===== config.mk =====
export PLATFORM = sky130hd
export DESIGN_NAME = cgrd_top
export DESIGN_NICKNAME = d
export VERILOG_FILES = /design/src/cgrd_pkg.sv /design/src/cgrd_display.sv /design/src/cgrd_top.sv
export SDC_FILE = /design/constraint.sdc
export NUM_CORES = 1
export LEC_CHECK = 0
export BUFFER_PORTS_ARGS = -buffer_cell sky130_fd_sc_hd__buf_4
export CAP_MARGIN = 20
export CORE_MARGIN = 3
export CORE_UTILIZATION = 55
export DETAILED_ROUTE_END_ITERATION = 8
export PLACE_DENSITY = 0.71
export SYNTH_ARGS = -nofsm -noshare
export SYNTH_HDL_FRONTEND = slang
export SYNTH_HIERARCHICAL = 1
export SYNTH_SLANG_ARGS = --single-unit

===== constraint.sdc =====
create_clock -name i_clk -period 6.8 [get_ports i_clk]
set_input_delay 1.36 -clock i_clk [delete_from_list [all_inputs] [get_ports i_clk]]
set_output_delay 1.36 -clock i_clk [all_outputs]
set_load 0.05 [all_outputs]

===== src/cgrd_pkg.sv =====
// How it works
// - available charge is high byte at 03h (rw) plus low byte at 17h (ro)
// - at reset charge is zero, or high byte takes programmed capacity if fill pin high
// - a valid charge clears the low byte of the available charge
// - pack type register at 04h is plain storage with no effect on gauging
// - learned capacity at 05h is written, learned, and reset to programmed capacity
// - fast-charge flag sets when charging starts, clears below two counts per second
// - fast-charge flag selects fast or trickle charge efficiency
// - discharge rate code in bits 6-4, 001 when sense below -150 mV
// - overload flag set below -250 mV, cleared half a second after it ends
// - end-of-discharge sampling resumes half a second after overload ends
// - register 07h shows pull-down detected per segment pin, bits 0 to 5
// - register 08h shows pull-up detected per segment pin, bits 0 to 5
// - charge-cycle tally at 09h counts valid charges, saturating at 255
// - above 0.94 of capacity only the first valid charge counts
// - unreliable flag sets when tally reaches 64; capacity learning clears both
// - capacity learns only after clean full-to-empty discharge, warm, low self-discharge
// - magnitude filter register at 0ah is read/write storage only; no logic here uses it
// - reset loads capacity, clears tally, discharge flag, charge; sets two flags
// - relative mode five segments per 20% learned; absolute 20% programmed plus overfull
// - enable pin high off, floating on while counting fast, low always on
// - segments alternate odd and even banks each 100 Hz period, lit for 30% of that period
// - first segment blinks 4 Hz on first empty warning; final warning blanks all
package cgrd_pkg;
    localparam logic [7:0] ADDR_ACH  = 8'h03;
    localparam logic [7:0] ADDR_PACK = 8'h04;
    localparam logic [7:0] ADDR_LFC  = 8'h05;
    localparam logic [7:0] ADDR_SF   = 8'h06;
    localparam logic [7:0] ADDR_PD   = 8'h07;
    localparam logic [7:0] ADDR_PU   = 8'h08;
    localparam logic [7:0] ADDR_TALLY = 8'h09;
    localparam logic [7:0] ADDR_MAG  = 8'h0a;
    localparam logic [7:0] ADDR_ACL  = 8'h17;
    localparam logic [7:0] ADDR_RST  = 8'h39;
    localparam logic [7:0] RST_KEY   = 8'h80;
    localparam logic [7:0] MAG_RESET = 8'h00;
    localparam int  CLK_HZ        = 125000000;
    localparam int  OVERLOAD_FLAG_HOLD_MS  = 500;
    localparam int  OVERLOAD_FLAG_HOLD_CYC = CLK_HZ / 1000 * OVERLOAD_FLAG_HOLD_MS;
    localparam int  SLOW_WIN_MS   = 500;   // one count per half second = 2/s
    localparam int  SLOW_WIN_CYC  = CLK_HZ / 1000 * SLOW_WIN_MS;
    localparam int  MUX_HZ        = 100;
    localparam int  MUX_CYC       = CLK_HZ / MUX_HZ;
    localparam int  BANK_ON_CYC   = MUX_CYC * 30 / 100;
    localparam int  BLINK_HZ      = 4;
    localparam int  BLINK_HALF_CYC = CLK_HZ / BLINK_HZ / 2;
    localparam logic [7:0] TALLY_MAX  = 8'hff;
    localparam logic [7:0] TALLY_WARN = 8'h40;
    localparam int  SDC_LIMIT     = 4096;
    localparam logic [2:0] DR_LIGHT = 3'h0;
    localparam logic [2:0] DR_HEAVY = 3'h1;
    typedef enum logic [1:0] {CGRD_EN_OFF, CGRD_EN_FLOAT, CGRD_EN_ON} cgrd_en_t;
    typedef struct packed {
        logic       valid_charge;  // one-cycle event
        logic       charge_up;     // charge count step
        logic       charge_dn;     // discharge / self-discharge step
        logic       heavy_dis;     // sense below -150 mV
        logic       overload;      // sense below -250 mV
        logic       fast_count;    // counting at >= 4 mV equivalent
        logic       first_empty;
        logic       final_empty;
        logic       cold;          // temperature below 0 C
        logic [12:0] self_dis_cnt;
    } cgrd_meas_t;
endpackage


===== src/cgrd_display.sv =====
`timescale 1ns/100ps
module cgrd_display
    import cgrd_pkg::*;
(
    input  wire logic        i_clk,
    input  wire logic        i_rstn,
    input  wire logic        i_active,
    input  wire logic        i_blink_one,
    input  wire logic [5:0]  i_level,
    output logic [5:0]       o_seg
);
    logic [20:0] mux_cnt;
    logic [24:0] blink_cnt;
    logic        blink_ph;
    logic        bank_odd;

    // mux period counter, bank toggles each period
    always_ff @(posedge i_clk) begin
        if (!i_rstn) begin
            mux_cnt  <= '0;
            bank_odd <= 1'b1;
        end else if (mux_cnt == 21'(MUX_CYC - 1)) begin
            mux_cnt  <= '0;
            bank_odd <= ~bank_odd;
        end else begin
            mux_cnt <= mux_cnt + 21'h1;
        end
    end

    // 4 hz blink phase
    always_ff @(posedge i_clk) begin
        if (!i_rstn) begin
            blink_cnt <= '0;
            blink_ph  <= 1'b0;
        end else if (blink_cnt == 25'(BLINK_HALF_CYC - 1)) begin
            blink_cnt <= '0;
            blink_ph  <= ~blink_ph;
        end else begin
            blink_cnt <= blink_cnt + 25'h1;
        end
    end

    // odd bank = segments 1,3,5 (bits 0,2,4), on 30% of every other period
    always_ff @(posedge i_clk) begin
        if (!i_rstn) begin
            o_seg <= '0;
        end else begin
            for (int i = 0; i < 6; i++) begin
                o_seg[i] <= i_active && i_level[i]
                         && (mux_cnt < 21'(BANK_ON_CYC))
                         && (bank_odd == (i % 2 == 0))
                         && !(i == 0 && i_blink_one && blink_ph);
            end
        end
    end
endmodule


===== src/cgrd_top.sv =====
`timescale 1ns/100ps
module cgrd_top
    import cgrd_pkg::*;
#(
    parameter int OVERLOAD_FLAG_CYC = OVERLOAD_FLAG_HOLD_CYC,
    parameter int SLOW_CYC = SLOW_WIN_CYC
)(
    input  wire logic        i_clk,
    input  wire logic        i_rstn,
    input  wire logic        i_wr,          // host write strobe
    input  wire logic [7:0]  i_addr,
    input  wire logic [7:0]  i_wdata,
    output logic [7:0]       o_rdata,
    input  wire logic        i_fill_high,   // initial_fill_pin level (pin)
    input  wire logic        i_abs_mode,    // display absolute mode (pin)
    input  wire cgrd_en_t    i_indicator_en,
    input  wire logic [5:0]  i_pd_pins,     // pull-down seen per segment pin
    input  wire logic [5:0]  i_pu_pins,     // pull-up seen per segment pin
    input  wire logic [7:0]  i_prog_full,   // programmed_full_capacity
    input  wire cgrd_meas_t  i_meas,
    output logic [5:0]       o_seg,
    output logic             o_fast_eff,    // fast efficiency selected
    output logic             o_eod_sample,  // end-of-discharge sampling on
    output logic             o_unreliable_full_flag,
    output logic             o_battery_replaced_flag,
    output logic             o_valid_discharge_flag
);
    logic [7:0]  available_charge_high;
    logic [7:0]  available_charge_low;
    logic [7:0]  pack_type_tag;
    logic [7:0]  learned_full_capacity;
    logic [7:0]  charge_cycle_tally;
    logic [7:0]  magnitude_filter_setting;
    logic [7:0]  pulldown_detect;
    logic [7:0]  pullup_detect;
    logic        fast_charge_flag;
    logic [2:0]  discharge_rate_code;
    logic        overload_flag;
    logic [26:0] overload_flag_cnt;
    logic [26:0] slow_cnt;
    logic        tally_blocked;
    logic        soft_rst;
    logic [7:0]  rst_last;
    logic [1:0]  fill_s;
    logic [1:0]  abs_s;
    logic [3:0]  en_s;
    logic [11:0] pd_s;
    logic [11:0] pu_s;
    logic        greset;
    logic [15:0] available_charge_count;
    logic [15:0] lfc_full;
    logic        above_94;
    logic        learn;
    logic        was_full;
    logic [7:0]  dis_count;
    logic [5:0]  level;
    logic        indicator_enable_pin_active;
    logic [7:0]  next_tally;

    // strap sync runs through reset so its level is settled at release
    always_ff @(posedge i_clk) begin
        fill_s <= {fill_s[0], i_fill_high};
    end

    // pin synchronisers, two stages before any logic
    always_ff @(posedge i_clk) begin
        if (!i_rstn) begin
            abs_s  <= '0;
            en_s   <= '0;
            pd_s   <= '0;
            pu_s   <= '0;
        end else begin
            abs_s  <= {abs_s[0], i_abs_mode};
            en_s   <= {en_s[1:0], i_indicator_en};
            pd_s   <= {pd_s[5:0], i_pd_pins};
            pu_s   <= {pu_s[5:0], i_pu_pins};
        end
    end

    assign greset   = !i_rstn || soft_rst;
    assign available_charge_count      = {available_charge_high, available_charge_low};
    assign lfc_full = {learned_full_capacity, 8'h00};
    // 0.94 threshold compared exactly in integers: count*100 > lfc_full*94
    assign above_94 = 32'(available_charge_count) * 32'd100 > 32'(lfc_full) * 32'd94;
    assign learn    = i_meas.first_empty && o_valid_discharge_flag
                   && !i_meas.cold
                   && (i_meas.self_dis_cnt < 13'(SDC_LIMIT));

    // soft reset detects the 00h -> 80h write sequence
    always_ff @(posedge i_clk) begin
        if (!i_rstn) begin
            rst_last <= 8'h00;
            soft_rst <= 1'b0;
        end else begin
            soft_rst <= 1'b0;
            if (i_wr && i_addr == ADDR_RST) begin
                rst_last <= i_wdata;
                soft_rst <= (rst_last == 8'h00) && (i_wdata == RST_KEY);
            end
        end
    end

    // available charge counters; fill strap caught after release
    always_ff @(posedge i_clk) begin
        if (greset) begin
            available_charge_high <= 8'h00;
            available_charge_low  <= 8'h00;
        end else if (was_full == 1'b0 && dis_count == 8'h01) begin
            // first cycle after reset release picks up the fill strap
            available_charge_high <= fill_s[1] ? i_prog_full : 8'h00;
            available_charge_low  <= 8'h00;
        end else if (i_wr && i_addr == ADDR_ACH) begin
            available_charge_high <= i_wdata;
        end else if (i_meas.valid_charge) begin
            available_charge_low <= 8'h00;
        end else if (i_meas.charge_up && available_charge_count != 16'hffff) begin
            {available_charge_high, available_charge_low} <= available_charge_count + 16'h1;
        end else if (i_meas.charge_dn && available_charge_count != 16'h0000) begin
            {available_charge_high, available_charge_low} <= available_charge_count - 16'h1;
        end
    end

    // strap capture sequencer: dis_count doubles as post-reset step
    always_ff @(posedge i_clk) begin
        if (greset) begin
            dis_count <= 8'h01;
            was_full  <= 1'b0;
        end else begin
            dis_count <= 8'h00;
            was_full  <= 1'b1;
        end
    end

    // plain storage for the pack type; no default, not reset
    always_ff @(posedge i_clk) begin
        if (i_wr && i_addr == ADDR_PACK) begin
            pack_type_tag <= i_wdata;
        end
    end

    // learned capacity
    always_ff @(posedge i_clk) begin
        if (greset) begin
            learned_full_capacity <= i_prog_full;
        end else if (i_wr && i_addr == ADDR_LFC) begin
            learned_full_capacity <= i_wdata;
        end else if (learn) begin
            // measured discharge from full to the first warning
            learned_full_capacity <= available_charge_high
                                   + learned_full_capacity
                                   - available_charge_high
                                   - 8'h00 + 8'h00 == 8'h00
                                   ? 8'h01 : learned_full_capacity
                                   - available_charge_high;
        end
    end

    // valid discharge qualifier
    always_ff @(posedge i_clk) begin
        if (greset) begin
            o_valid_discharge_flag <= 1'b0;
        end else if (available_charge_count >= lfc_full && i_meas.charge_dn) begin
            o_valid_discharge_flag <= 1'b1;
        end else if (learn || i_meas.valid_charge
                     || (i_meas.first_empty && i_meas.cold)
                     || i_meas.self_dis_cnt >= 13'(SDC_LIMIT)) begin
            o_valid_discharge_flag <= 1'b0;
        end
    end

    // charge-cycle tally and unreliable flag
    always_comb begin
        next_tally = charge_cycle_tally;
        if (i_meas.valid_charge && (!tally_blocked || !above_94)
            && charge_cycle_tally != TALLY_MAX) begin
            next_tally = charge_cycle_tally + 8'h01;
        end
    end

    always_ff @(posedge i_clk) begin
        if (greset) begin
            charge_cycle_tally      <= 8'h00;
            tally_blocked           <= 1'b0;
            o_unreliable_full_flag  <= 1'b1;
            o_battery_replaced_flag <= 1'b1;
        end else begin
            if (learn) begin
                charge_cycle_tally     <= 8'h00;
                o_unreliable_full_flag <= 1'b0;
            end else begin
                charge_cycle_tally <= next_tally;
                if (next_tally == TALLY_WARN
                    && charge_cycle_tally != TALLY_WARN) begin
                    o_unreliable_full_flag <= 1'b1;
                end
            end
            // above 94%, one counted charge then hold until below
            if (!above_94) begin
                tally_blocked <= 1'b0;
            end else if (i_meas.valid_charge) begin
                tally_blocked <= 1'b1;
            end
            if (available_charge_count >= lfc_full || i_meas.first_empty) begin
                o_battery_replaced_flag <= 1'b0;
            end
        end
    end

    // fast-charge flag: a charge step resets the slow window
    always_ff @(posedge i_clk) begin
        if (greset) begin
            fast_charge_flag <= 1'b0;
            slow_cnt         <= '0;
        end else if (i_meas.charge_up) begin
            fast_charge_flag <= 1'b1;
            slow_cnt         <= '0;
        end else if (slow_cnt == 27'(SLOW_CYC - 1)) begin
            fast_charge_flag <= 1'b0;
        end else begin
            slow_cnt <= slow_cnt + 27'h1;
        end
    end

    // overload flag with half-second release hold
    always_ff @(posedge i_clk) begin
        if (greset) begin
            overload_flag       <= 1'b0;
            overload_flag_cnt            <= '0;
            discharge_rate_code <= DR_LIGHT;
        end else begin
            discharge_rate_code <= i_meas.heavy_dis ? DR_HEAVY : DR_LIGHT;
            if (i_meas.overload) begin
                overload_flag <= 1'b1;
                overload_flag_cnt      <= '0;
            end else if (overload_flag) begin
                if (overload_flag_cnt == 27'(OVERLOAD_FLAG_CYC - 1)) begin
                    overload_flag <= 1'b0;
                end else begin
                    overload_flag_cnt <= overload_flag_cnt + 27'h1;
                end
            end
        end
    end

    // registered side outputs and detect registers
    always_ff @(posedge i_clk) begin
        if (greset) begin
            o_fast_eff      <= 1'b0;
            o_eod_sample    <= 1'b1;
            pulldown_detect <= 8'h00;
            pullup_detect   <= 8'h00;
        end else begin
            o_fast_eff      <= fast_charge_flag;
            o_eod_sample    <= !overload_flag;
            pulldown_detect <= {2'b00, pd_s[11:6]};
            pullup_detect   <= {2'b00, pu_s[11:6]};
        end
    end

    // magnitude filter setting; stored and read back only, nothing here reads it
    always_ff @(posedge i_clk) begin
        if (greset) begin
            magnitude_filter_setting <= MAG_RESET;
        end else if (i_wr && i_addr == ADDR_MAG) begin
            magnitude_filter_setting <= i_wdata;
        end
    end

    // read mux; unmapped and write-only read as zero
    always_ff @(posedge i_clk) begin
        if (!i_rstn) begin
            o_rdata <= 8'h00;
        end else begin
            unique case (i_addr)
                ADDR_ACH:   o_rdata <= available_charge_high;
                ADDR_ACL:   o_rdata <= available_charge_low;
                ADDR_PACK:  o_rdata <= pack_type_tag;
                ADDR_LFC:   o_rdata <= learned_full_capacity;
                ADDR_SF:    o_rdata <= {fast_charge_flag, discharge_rate_code,
                                        3'b000, overload_flag};
                ADDR_PD:    o_rdata <= pulldown_detect;
                ADDR_PU:    o_rdata <= pullup_detect;
                ADDR_TALLY: o_rdata <= charge_cycle_tally;
                ADDR_MAG:   o_rdata <= magnitude_filter_setting;
                default:    o_rdata <= 8'h00;
            endcase
        end
    end

    // bar level: fifths of the chosen reference
    always_comb begin
        for (int i = 0; i < 5; i++) begin
            level[i] = abs_s[1]
                ? 32'(available_charge_count) * 32'd5 > 32'(i_prog_full) * 32'd256 * 32'(i)
                : 32'(available_charge_count) * 32'd5 > 32'(lfc_full) * 32'(i);
        end
        level[5] = abs_s[1] && (available_charge_count > {i_prog_full, 8'h00});
    end

    // enable mode decode
    always_comb begin
        unique case (cgrd_en_t'(en_s[3:2]))
            CGRD_EN_OFF:   indicator_enable_pin_active = 1'b0;
            CGRD_EN_FLOAT: indicator_enable_pin_active = i_meas.fast_count;
            CGRD_EN_ON:    indicator_enable_pin_active = 1'b1;
            default:       indicator_enable_pin_active = 1'b0;
        endcase
    end

    cgrd_display i_cgrd_display (
        .i_clk       (i_clk),
        .i_rstn      (i_rstn),
        .i_active    (indicator_enable_pin_active && !i_meas.final_empty),
        .i_blink_one (i_meas.first_empty),
        .i_level     (level),
        .o_seg       (o_seg)
    );

    property p_overload_flag_set;
        @(posedge i_clk) disable iff (greset)
        i_meas.overload |=> overload_flag;
    endproperty
    a_overload_flag_set: assert property (p_overload_flag_set) else $error("overload");

    property p_sample_off;
        @(posedge i_clk) disable iff (greset)
        overload_flag |=> !o_eod_sample;
    endproperty
    a_sample_off: assert property (p_sample_off) else $error("sampling");

    property p_fast_set;
        @(posedge i_clk) disable iff (greset)
        i_meas.charge_up |=> fast_charge_flag ##1 o_fast_eff;
    endproperty
    a_fast_set: assert property (p_fast_set) else $error("fast flag");

    property p_tally_sat;
        @(posedge i_clk) disable iff (greset)
        charge_cycle_tally == TALLY_MAX && !learn |=> charge_cycle_tally == TALLY_MAX;
    endproperty
    a_tally_sat: assert property (p_tally_sat) else $error("tally wrap");

    property p_low_clear;
        @(posedge i_clk) disable iff (greset || dis_count != 8'h00)
        i_meas.valid_charge && !(i_wr && i_addr == ADDR_ACH)
            |=> available_charge_low == 8'h00;
    endproperty
    a_low_clear: assert property (p_low_clear) else $error("low byte");

    property p_learn_clear;
        @(posedge i_clk) disable iff (greset)
        learn |=> charge_cycle_tally == 8'h00 && !o_unreliable_full_flag;
    endproperty
    a_learn_clear: assert property (p_learn_clear) else $error("learn");

    property p_rate_code;
        @(posedge i_clk) disable iff (greset)
        i_meas.heavy_dis |=> discharge_rate_code == DR_HEAVY;
    endproperty
    a_rate_code: assert property (p_rate_code) else $error("rate");

    property p_blank;
        @(posedge i_clk) disable iff (!i_rstn)
        i_meas.final_empty [*2] |=> o_seg == 6'h00;
    endproperty
    a_blank: assert property (p_blank) else $error("blank");

    c_learn: cover property (@(posedge i_clk) learn);
    c_overload_flag:  cover property (@(posedge i_clk) $fell(overload_flag));
    c_soft:  cover property (@(posedge i_clk) soft_rst);
endmodule


==> results.yml <==
yosys:
  async_reset_ff_share_pct: 0
  ys_types: 86
  avgSynthCellArea_um2: 8.71
  synth_edf_count: 16
  syn_area_um2: 17000
  synth.area.top_cells: "dfxtp_1 (25%), ha_1 (19%), xnor2_1 (4.1%)"
  ys_warn_count: 6
  synth_top_area_share_pct: 25.0
  synth_common_cells: "ha_1 (261), dfxtp_1 (212), inv_1 (167)"
  ys_seq_elements: 228
  seq_area_frac_synth_pct: 27.8
  yosys_most_used_dff: "dfxtp_1"
  syn-num-nets: 2305
  yosysMostFrequentCell: "ha_1"
  synth_top_cell_by_area: "dfxtp_1"
  syn_inst: 1947
worst_setup_path:
  crit_arrival_ns: 6.83
  cp-end-kind: "flip-flop"
  path_class: "flip-flop to flip-flop"
  reg2reg_from: "available_charge_low[1]"
  cp.required_ns: 7.23
  cpMaxStageDelayCell: "or4_4"
  crit_chain: "inv_1 > ha_1 > ha_1 > fa_1 > ha_1 > nor2b_1 > o31a_1 > o211ai_1 > a21oi_1 > o31ai_1 > o2111ai_1 > a21oi_1 > xnor2_1 > ha_1 > nand4_1 > or4_4 > o31ai_2 > a21oi_2 > or4_4 > xor2_1 > and4_4 > a221o_1"
  crit_path_max_fanout: 8
  cp-start-kind: "flip-flop"
  r2r_cells: 22
  r2r_slack_ns: 0.40
  max_stage_delay_ns: 0.60
  path_common_cell: "ha_1"
  reg2reg_to: "o_unreliable_full_flag"
power_and_ir_drop:
  p_total_mw: 5.23
  p_per_area_nw_per_um2: 275
  peakVddDrop_mv: 0.237
  p_leak_nw: 8.10
global_routing:
  grt_overflow: 0
  antenna_found_initial: 0
  grt_max_degree: 51
  grt_pass1_wl_mm: 70.7
  track_usage_pct: 25.6
  grt_pass1_vias: 14130
cells_and_area:
  antennaDiodeCount: 0
  seq_area_um2: 4720
  nets: 2396
  nFillCells: 2531
  multi_input_area_um2: 11400
  drive_gt1_share_pct: 8.91
  final_area_um2: 19000
  syn_to_final_growth_pct: 11.9
  finish.utilization_pct: 63.2
sta:
  tns_ns: 0
  rsz0062_at_grt: "false"
  max_freq_mhz: 156
  drv_slew: 0
  min_period_ns: 6.40
  finalHoldViolCount: 0
  fin_crit_sh_pct: 94.1
  slew_headroom_pct: 29.6
  fin_skew_ns: 0.0174
  hold_ws_ns: 0.326
  worstMarginPinSlew_ns: 1.05
  setup_violations: 0
hold_path:
  hp-start: "fill_s[0]"
  min_to: "fill_s[1]"
  worstHoldPathType: "flip-flop to flip-flop"
  min_path_cells: 0
placed_design:
  io_buffer_count: 71
  dp_hpwl_mm: 32.7
  gp_congestion: 0.921
  postPlaceCellArea_um2: 18100
cts:
  clk_pin_slew_worst_paths_ns: 0.06
  clock_path_buffers: 3
  cts_tree: "done"
  clockRootBuffer: "clkbuf_16"
  cts_hold_buffers: 0
  cts_num_sinks: 228
  h-tree-depth: 1
  insertion_delay_ns: 0.54
  cts_made_buffers: 25
floorplan:
  core_area_um2: 30000
  ioPinCount: 84
  die_h_um: 182
  rows: 63
  die_x_um: 182
  die_area_um2: 33000
  floorplan.initialDensity_pct: 56.5
drt:
  viasPerCell: 5.90
  drt_wl_total_mm: 43.0
  firstDrtPassIters: 8
  first_iter_violations: 1132
  wl_per_cell_um: 17.6
  vias: 14434
  ant_nets: 0
  drc_errors: 0
job:
  maxCapViolations: 0
status:
  status: "completed"
-- per-stage QoR --
step	setup slack, ns	std cells
finish	0.401	2445
global route	0.0380	2445
CTS	0.342	2443
detailed placement	0.341	2399
global placement	0.399	2399
floorplan	0.697	1947
-- critical path: cells and delay by family (launching register included) --
family / cells / cell delay [ns]
simple gates: 5 / 1.65
flops: 1 / 0.49
buf+inv: 1 / 0.13
xor+xnor: 2 / 0.25
compound gates: 9 / 2.10
fa+ha+maj: 5 / 1.66
-- repair_timing --
action                                 in CTS  in global routing
gates resized for setup                     0                  5
setup endpoints to repair                   0                  1
setup buffers                               0                  1
endpoints found under the hold margin       0                  0
-- power breakdown --
group | internal [mW] | total (mW) | switching, mW
combinational | 0.984 | 2.35 | 1.37
sequential | 1.40 | 1.44 | 0.0370
clock | 0.886 | 1.44 | 0.555
total | 3.27 | 5.23 | 1.96
-- placed cells by master, fill, tap and decap left out, types with 21 or more instances in the layout --
master and n:
buf_4 112, nand4_1 47, nand3_1 72, ha_1 261, o21ai_0 60, nand2_1 103, or3_1 29, nand2b_1 23
a21oi_1 132, nor4_1 24, a21o_1 21, and2_1 60, inv_1 167, xnor2_1 79, nor3_1 38, nor2b_1 33
fa_1 32, xor2_1 59, nor2_1 158, clkbuf_16 25, dfxtp_1 212
-- state kept, by name (all words and copies together), names as in the netlist, 8 cells and up --
name / flops
learned_full_capacity: 8
i_cgrd_display/blink_cnt: 25
o_rdata: 8
slow_cnt: 27
pd_s: 12
overload_flag_cnt: 27
rst_last: 8
available_charge_high: 8
pack_type_tag: 8
charge_cycle_tally: 8
i_cgrd_display/mux_cnt: 21
magnitude_filter_setting: 8
available_charge_low: 8
pu_s: 12
-- layer usage --
metal / track usage (%) / share of wire (%)
met1: 35.2 / 45
met2: 40.6 / 44
met3: 4.71 / 7.5
met4: 8.50 / 3.4
met5: 0 / 0
-- final cells by class --
| type | count | share of cell area, % |
|---|---|---|
| Clock buffer | 35 | 3.76 |
| Sequential cell | 228 | 24.9 |
| Timing Repair Buffer | 113 | 4.51 |
| Tap cell | 390 | 2.57 |
| Clock inverter | 9 | 0.883 |
| Multi-Input combinational cell | 1503 | 60.1 |
| Inverter | 167 | 3.30 |
-- how the worst max path moves through the flow --
stage	start	cells past startpoint	endpoint
floorplan	learned_full_capacity[2]	25	o_unreliable_full_flag
global placement	learned_full_capacity[3]	24	o_unreliable_full_flag
detailed placement	learned_full_capacity[3]	24	o_unreliable_full_flag
CTS	learned_full_capacity[3]	24	o_unreliable_full_flag
global route	learned_full_capacity[4]	23	o_unreliable_full_flag
finish	available_charge_low[1]	22	o_unreliable_full_flag
-- cell families (layout without fill, tap and decap cells) --
family / Yosys count / after routing / share of synthesized area (%)
mux: 19 / 19 / 1.28
fa+ha+maj: 293 / 293 / 23.0
simple gates: 672 / 672 / 21.2
buf+inv: 216 / 324 / 5.04
xor+xnor: 138 / 138 / 7.12
flops: 228 / 228 / 27.8
compound gates: 381 / 381 / 14.5
(Power assumes the default switching activity.)
